==> config.mk <==
export PLATFORM = sky130hd
export DESIGN_NAME = psq_seq
export DESIGN_NICKNAME = d
export VERILOG_FILES = /design/src/verilog/psq_pkg.sv /design/src/verilog/psq_tmr_if.sv /design/src/verilog/psq_timer.sv /design/src/verilog/psq_seq.sv
export SDC_FILE = /design/constraint.sdc
export NUM_CORES = 1
export LEC_CHECK = 0
export ABC_CLOCK_PERIOD_IN_PS = 4150
export BUFFER_PORTS_ARGS = -buffer_cell sky130_fd_sc_hd__buf_2
export CORE_ASPECT_RATIO = 2
export CORE_MARGIN = 2
export CORE_UTILIZATION = 55
export DETAILED_ROUTE_END_ITERATION = 8
export PLACE_DENSITY = 0.74
export SETUP_SLACK_MARGIN = 0.02
export SYNTH_ARGS = -nofsm -noshare
export SYNTH_HDL_FRONTEND = slang
export SYNTH_SLANG_ARGS = --single-unit
==> constraint.sdc <==
create_clock -name clock -period 4.15 [get_ports clock]
set_input_delay 0.415 -clock clock [delete_from_list [all_inputs] [get_ports clock]]
set_output_delay 0.415 -clock clock [all_outputs]
set_load 0.02 [all_outputs]
==> src/verilog/psq_pkg.sv <==
package psq_pkg;
    // Clock and derived rates
    localparam int CLK_MHZ       = 200;
    localparam int US_PER_MS     = 1000;
    localparam int TICK_CYC_DEF  = US_PER_MS * CLK_MHZ;
    localparam int KILL_FILT_US  = 30;
    localparam int KILL_FILT_CYC = KILL_FILT_US * CLK_MHZ;
    // Timer lengths in milliseconds
    localparam int MS_W          = 18;
    localparam int EXT_W         = 16;
    localparam logic [MS_W-1:0] ON_DB_MS   = 18'h00080;
    localparam logic [MS_W-1:0] BLANK_MS   = 18'h00200;
    localparam logic [MS_W-1:0] OFF_DB_MS  = 18'h00020;
    localparam logic [MS_W-1:0] KILL_DLY_MS = 18'h00080;
    localparam logic [MS_W-1:0] LOCK_MS    = 18'h00100;
    localparam logic [MS_W-1:0] REL_DB_MS  = 18'h00020;

    typedef enum logic [3:0] {
        PSQ_OFF     = 4'h0,
        PSQ_ON_DB   = 4'h1,
        PSQ_BLANK   = 4'h3,
        PSQ_REL_ON  = 4'h2,
        PSQ_RUN     = 4'h6,
        PSQ_OFF_DB  = 4'h7,
        PSQ_IRQ     = 4'h5,
        PSQ_LOCK    = 4'h4,
        PSQ_REL_OFF = 4'hC
    } psq_state_t;
endpackage : psq_pkg

==> src/verilog/psq_tmr_if.sv <==
interface psq_tmr_if;
    import psq_pkg::*;
    logic            clear;
    logic [MS_W-1:0] limit;
    logic            done;
    modport ctl (output clear, output limit, input done);
    modport tmr (input clear, input limit, output done);
endinterface : psq_tmr_if

==> src/verilog/psq_timer.sv <==
module psq_timer
    import psq_pkg::*;
#(
    parameter int TICK_CYC = TICK_CYC_DEF
)(
    input  wire logic clock,
    input  wire logic reset,
    psq_tmr_if.tmr    tif
);
    logic [31:0]     pre_q;
    logic [MS_W-1:0] ms_q;
    wire             tick = (pre_q == 32'(TICK_CYC - 1));
    wire             sat  = &ms_q;

    // Prescaler restarts with the timer so every interval is exact
    always_ff @(posedge clock or posedge reset)
    begin
        if (reset)
        begin
            pre_q <= 32'h0;
            ms_q  <= '0;
        end
        else if (tif.clear)
        begin
            pre_q <= 32'h0;
            ms_q  <= '0;
        end
        else
        begin
            pre_q <= tick ? 32'h0 : pre_q + 32'h1;
            if (tick && !sat)
                ms_q <= ms_q + 18'h1;
        end
    end

    assign tif.done = (ms_q >= tif.limit);
endmodule : psq_timer

==> src/verilog/psq_seq.sv <==
module psq_seq
    import psq_pkg::*;
#(
    parameter bit EN_ACTIVE_HIGH = 1'b1,
    parameter int TICK_CYC       = TICK_CYC_DEF,
    parameter int KILL_FILT      = KILL_FILT_CYC
)(
    input  wire logic             clock,
    input  wire logic             reset,
    input  wire logic             pushbutton_n,
    input  wire logic             kill_n,
    input  wire logic [EXT_W-1:0] off_time_ext,
    input  wire logic [EXT_W-1:0] kill_delay_ext,
    output logic                  power_enable,
    output logic                  irq_n
);
    psq_tmr_if  tif ();
    psq_state_t state_q, state_d;
    logic [15:0] kf_q;
    logic        kill_low_q, en_on_q, irq_q, tmr_restart;
    wire         pressed = !pushbutton_n;
    wire         done    = tif.done;

    psq_timer #(.TICK_CYC(TICK_CYC)) u_psq_timer (
        .clock (clock),
        .reset (reset),
        .tif   (tif)
    );

    // Filter counts consecutive low cycles; any high restarts it
    always_ff @(posedge clock or posedge reset)
    begin
        if (reset)
        begin
            kf_q       <= 16'h0;
            kill_low_q <= 1'b0;
        end
        else if (kill_n)
        begin
            kf_q       <= 16'h0;
            kill_low_q <= 1'b0;
        end
        else
        begin
            if (kf_q != 16'(KILL_FILT - 1))
                kf_q <= kf_q + 16'h1;
            kill_low_q <= (kf_q == 16'(KILL_FILT - 1));
        end
    end

    always_comb
    begin
        state_d     = state_q;
        tmr_restart = 1'b0;
        case (state_q)
            PSQ_OFF:
                if (pressed)
                    state_d = PSQ_ON_DB;
            PSQ_ON_DB:
                if (!pressed)
                    state_d = PSQ_OFF;
                else if (done)
                    state_d = PSQ_BLANK;
            PSQ_BLANK:
                // Inputs are not looked at until the timer ends
                if (done)
                    state_d = kill_low_q ? PSQ_REL_OFF : PSQ_REL_ON;
            PSQ_REL_ON:
                if (kill_low_q)
                    state_d = PSQ_LOCK;
                else if (pressed)
                    tmr_restart = 1'b1;
                else if (done)
                    state_d = PSQ_RUN;
            PSQ_RUN:
                if (kill_low_q)
                    state_d = PSQ_LOCK;
                else if (pressed)
                    state_d = PSQ_OFF_DB;
            PSQ_OFF_DB:
                if (kill_low_q)
                    state_d = PSQ_LOCK;
                else if (!pressed)
                    state_d = PSQ_RUN;
                else if (done)
                    state_d = PSQ_IRQ;
            PSQ_IRQ:
                if (kill_low_q)
                    state_d = PSQ_LOCK;
                else if (done)
                    state_d = PSQ_REL_OFF;
            PSQ_LOCK:
                if (done)
                    state_d = PSQ_REL_OFF;
            PSQ_REL_OFF:
                if (pressed)
                    tmr_restart = 1'b1;
                else if (done)
                    state_d = PSQ_OFF;
            default:
                state_d = PSQ_OFF;
        endcase
    end

    // Timer restarts on every state change
    assign tif.clear = tmr_restart || (state_d != state_q);

    always_comb
    begin
        case (state_q)
            PSQ_ON_DB:   tif.limit = ON_DB_MS;
            PSQ_BLANK:   tif.limit = BLANK_MS;
            PSQ_OFF_DB:  tif.limit = OFF_DB_MS + MS_W'(off_time_ext);
            PSQ_IRQ:     tif.limit = KILL_DLY_MS + MS_W'(kill_delay_ext);
            PSQ_LOCK:    tif.limit = LOCK_MS;
            PSQ_REL_ON,
            PSQ_REL_OFF: tif.limit = REL_DB_MS;
            default:     tif.limit = {MS_W{1'b1}};
        endcase
    end

    wire en_d  = (state_d == PSQ_BLANK) || (state_d == PSQ_REL_ON) || (state_d == PSQ_RUN)
              || (state_d == PSQ_OFF_DB) || (state_d == PSQ_IRQ);
    wire irq_d = (state_d == PSQ_IRQ);

    always_ff @(posedge clock or posedge reset)
    begin
        if (reset)
        begin
            state_q <= PSQ_OFF;
            en_on_q <= 1'b0;
            irq_q   <= 1'b0;
        end
        else
        begin
            state_q <= state_d;
            en_on_q <= en_d;
            irq_q   <= irq_d;
        end
    end

    // Polarity is a build choice; timing is shared by both variants
    assign power_enable = en_on_q ~^ EN_ACTIVE_HIGH;
    assign irq_n        = !irq_q;

    property p_abort;
        @(posedge clock) disable iff (reset)
        (state_q == PSQ_BLANK && done && kill_low_q) |=> !en_on_q && state_q == PSQ_REL_OFF;
    endproperty
    a_abort: assert property (p_abort) else $error("power-on not aborted");

    property p_kill_run;
        @(posedge clock) disable iff (reset)
        (state_q == PSQ_RUN && kill_low_q) |=> !en_on_q ##1 !en_on_q;
    endproperty
    a_kill_run: assert property (p_kill_run) else $error("kill did not drop enable");

    property p_lock;
        @(posedge clock) disable iff (reset)
        (state_q == PSQ_RUN && kill_low_q) |=> (state_q == PSQ_LOCK) [*8];
    endproperty
    a_lock: assert property (p_lock) else $error("lockout not held");

    property p_pol;
        @(posedge clock) disable iff (reset)
        (state_q == PSQ_RUN) |-> power_enable == EN_ACTIVE_HIGH;
    endproperty
    a_pol: assert property (p_pol) else $error("enable polarity wrong");

    property p_off_db;
        @(posedge clock) disable iff (reset)
        (state_q == PSQ_OFF_DB && !pressed && !kill_low_q) |=> state_q == PSQ_RUN && irq_n;
    endproperty
    a_off_db: assert property (p_off_db) else $error("turn-off debounce not restarted");

    property p_off_lim;
        @(posedge clock) disable iff (reset)
        (state_q == PSQ_OFF_DB) |-> tif.limit == OFF_DB_MS + MS_W'(off_time_ext);
    endproperty
    a_off_lim: assert property (p_off_lim) else $error("turn-off length wrong");

    property p_irq;
        @(posedge clock) disable iff (reset)
        (state_q == PSQ_IRQ && done && !kill_low_q) |=> !en_on_q && irq_n;
    endproperty
    a_irq: assert property (p_irq) else $error("kill delay did not release");

    property p_filt;
        @(posedge clock) disable iff (reset)
        kill_n |=> !kill_low_q;
    endproperty
    a_filt: assert property (p_filt) else $error("kill glitch accepted");

    property p_on;
        @(posedge clock) disable iff (reset)
        $rose(en_on_q) |-> $past(state_q) == PSQ_ON_DB && $past(done);
    endproperty
    a_on: assert property (p_on) else $error("enable without debounce");

    property p_blank;
        @(posedge clock) disable iff (reset)
        (state_q == PSQ_BLANK && !done) |=> state_q == PSQ_BLANK && en_on_q;
    endproperty
    a_blank: assert property (p_blank) else $error("blanking interrupted");

    property p_int;
        @(posedge clock) disable iff (reset)
        (state_q == PSQ_OFF_DB && pressed && done && !kill_low_q) |=> !irq_n && en_on_q;
    endproperty
    a_int: assert property (p_int) else $error("interrupt not raised");

    property p_rel;
        @(posedge clock) disable iff (reset)
        (state_q == PSQ_REL_OFF && pressed) |=> state_q == PSQ_REL_OFF;
    endproperty
    a_rel: assert property (p_rel) else $error("release not debounced");

    property p_idle;
        @(posedge clock) disable iff (reset)
        (state_q == PSQ_OFF) |-> !en_on_q && irq_n;
    endproperty
    a_idle: assert property (p_idle) else $error("off state outputs wrong");

    c_on:    cover property (@(posedge clock) disable iff (reset) state_q == PSQ_RUN);
    c_abort: cover property (@(posedge clock) disable iff (reset) state_q == PSQ_BLANK && done && kill_low_q);
    c_irq:   cover property (@(posedge clock) disable iff (reset) state_q == PSQ_IRQ && done);
    c_lock:  cover property (@(posedge clock) disable iff (reset) state_q == PSQ_LOCK && done);
endmodule : psq_seq

==> run summary <==
Die ar. = 0.00962 mm^2
Slew headroom = 31.5%
Synth async-reset ratio = 100%
Most common cell in the netlist = nor2_1
CTS tree = done
Final RePlAce weighted congestion = 0.856
Cell area power density = 295 mW/mm^2
Synth Warn # = 0
Worst-path clk slew = 0.06 ns
Final Instance Area = 0.00543 mm^2
Die height = 137 um
CORE AREA = 0.00859 mm^2
DR vias/cell = 6.04
Rows = 48
Die Span X = 70.4 um
Primary FF master, synth = dfrtp_1
Leakage = 2.45 nW
Tmin final = 3.67 ns
Max Fclk = 272 MHz
I/O Pins = 38
Area post-placement = 0.00515 mm^2
WL final = 10.9 mm
Worst-case clock buffer depth = 2
Startpoint types = flip-flop
Yosys top cell by area = dfrtp_1
Register area share after synthesis = 37.7%
Min-Delay Path Class = in2async
DRT iter0 DRCs = 114
PortBufs = 37
Largest cells by area after synthesis = dfrtp_1 (38%), xor2_1 (7.2%), ha_1 (5.9%)
Total power = 1.60 mW
Flop pwr share = 46.6%
Post-synth top cells = nor2_1 (76), dfrtp_1 (73), nand2_1 (41)
EDFF count, synth = 0
Final setup violating endpoints = 0
P_sw = 395 uW
Share of cells above drive strength 1 = 13.2%
# hold bufs at CTS = 0
Largest net degree at the start of global routing = 52
Vias in the first global route = 4160
Final Cycle Share = 88.5%
DR WL/cell = 15.8 um
Effective utilization at floorplan = 56.4%
Post-route DRC = 0
Crit. End Element = flip-flop
Area grow syn2layout = 12.1%
Dpl hpwl = 8.16 mm
Via count = 4186
Post-CTS Setup Bufs = 0
Reg2reg setup slack = 0.48 ns
Initial antenna violation count = 0
Total grt overflow = 0
Nets = 647
Mean Syn Cell Area = 8.72 um^2
Root Driver = clkbuf_16
Required @ worst endpoint = 4.39 ns
DRT antenna net count = 0
Outcome = completed
WS Path Type = reg2reg
Beginning of the critical path = state_q[2]$_DFF_PP0_
CTS buffer count = 9
Router iterations before antenna repair = 6
Worst skew pair latency = 0.34 ns
Slew Viols, Final = 0
Yosys reg bits = 73
Comb pwr share = 9.6%
Critical-path maximum fanout = 45
Final core occ = 63.3%
Mapped cell area = 0.00485 mm^2
GRT Total Usage = 24.2%
Register-to-Register Path Depth = 13
CP Data Arrival Time = 3.91 ns
Yosys top cell area share = 37.7%
N_diodes = 0
Clock sinks = 73
Pint = 1.21 mW
Number of max-cap violations = 0
Switch share = 24.6%
Measured slew at the worst slew-check pin = 1.03 ns
Worst r2r src = state_q[2]$_DFF_PP0_
Clock skew = 0.00652 ns
RSZ-0062 raised after global routing = false
Power share of the clock group = 43.8%
WHS = 0.325 ns
First-pass GRT wire length = 18.7 mm
Syn Inst Count = 556
Syn nets = 615
Htree depth = 3
Library cells used by synthesis = 59
Count of final hold-check violations = 0
Setup TNS Final = 0 ns
Worst VDD drop = 0.285 mV
-- routing by layer --
layer  routed length (um)  global-route usage (%)  vias up
met4                  326                    11.2        0
li1                     -                       -     2060
met3                  320                    3.61       27
met2                 6060                    45.6       86
met5                    0                       0        -
met1                 4230                    26.0     2013
-- worst max-delay path: stages, from the launching register on --
cell	delay [ns]
dfrtp_2	0.49
nand2b_1	0.16
nor2_1	0.27
nor2_1	0.09
buf_4	0.19
a221oi_1	0.24
ha_1	0.30
and3_1	0.20
a221oi_1	0.27
o221ai_1	0.27
a211oi_1	0.39
o221ai_4	0.21
buf_12	0.23
nor3_1	0.23
-- cell usage in the layout (no fill, tap or decap), types with 7 or more instances in the layout --
cell type	instances
buf_2	37
o21ai_0	13
ha_1	23
xnor2_1	28
a221oi_1	12
and4_1	11
clkbuf_16	9
nor4_1	7
nand4_1	20
nor3_1	19
a21oi_1	28
or3_1	8
nand2_1	41
dfrtp_1	72
buf_4	7
nor2_1	76
and3_1	16
inv_1	16
xor2_1	40
nand3_1	39
-- worst paths after layout --
path / end
max: u_psq_timer.pre_q[17]$_DFF_PP0_
min: kf_q[5]$_DFFE_PP0N_
max reg2reg: u_psq_timer.pre_q[17]$_DFF_PP0_
min reg2reg: u_psq_timer.pre_q[0]$_DFF_PP0_
max in group asynchronous: u_psq_timer.pre_q[0]$_DFF_PP0_
min in group clock: kf_q[7]$_DFFE_PP0N_
-- metrics by stage --
step	setup WS, ns	instances
floorplan	0.769	556
global placement	0.434	677
detailed placement	0.292	677
CTS	0.379	693
global route	0.154	693
finish	0.476	693
-- sequential cells by signal, summed over array words and instances, names as in the netlist --
signal	cells
u_psq_timer.pre_q	32
u_psq_timer.ms_q	18
kf_q	16
state_q	4
irq_q	1
kill_low_q	1
power_enable	1
-- power by group through the flow --
stage               Combinational [mW]  Clock, mW  Sequential (mW)
finish                           0.154      0.703            0.747
global placement                 0.149          0            0.757
global route                     0.178      0.745            0.748
floorplan                        0.101          0            0.754
detailed placement               0.154          0            0.759
CTS                              0.155      0.718            0.746
-- layout make-up --
class | instances | area, um^2
clock buffer | 11 | 243
clock inverter | 5 | 31.3
fill | 755 | 3160
inverter | 18 | 67.6
multi-input combinational | 441 | 2880
sequential | 73 | 1830
tap | 100 | 125
timing repair buffer | 45 | 258
-- cell families (layout without fill, tap and decap cells) --
| family | Yosys count | count (layout) | synth area share (%) |
|---|---|---|---|
| AO/OA/AOI/OAI | 86 | 86 | 11.8 |
| XOR/XNOR | 68 | 68 | 12.3 |
| adder cells (fa/ha/maj) | 24 | 24 | 6.15 |
| buffers and inverters | 42 | 79 | 3.38 |
| flip-flops | 73 | 73 | 37.7 |
| multiplexers | 1 | 1 | 0.207 |
| AND/OR/NAND/NOR | 262 | 262 | 28.5 |
-- repair_timing --
action,in CTS,in global routing
hold endpoints to repair,0,0
gates resized for setup,0,2
setup endpoints to repair,0,2
No activity file was read; power rests on OpenSTA's default activity.
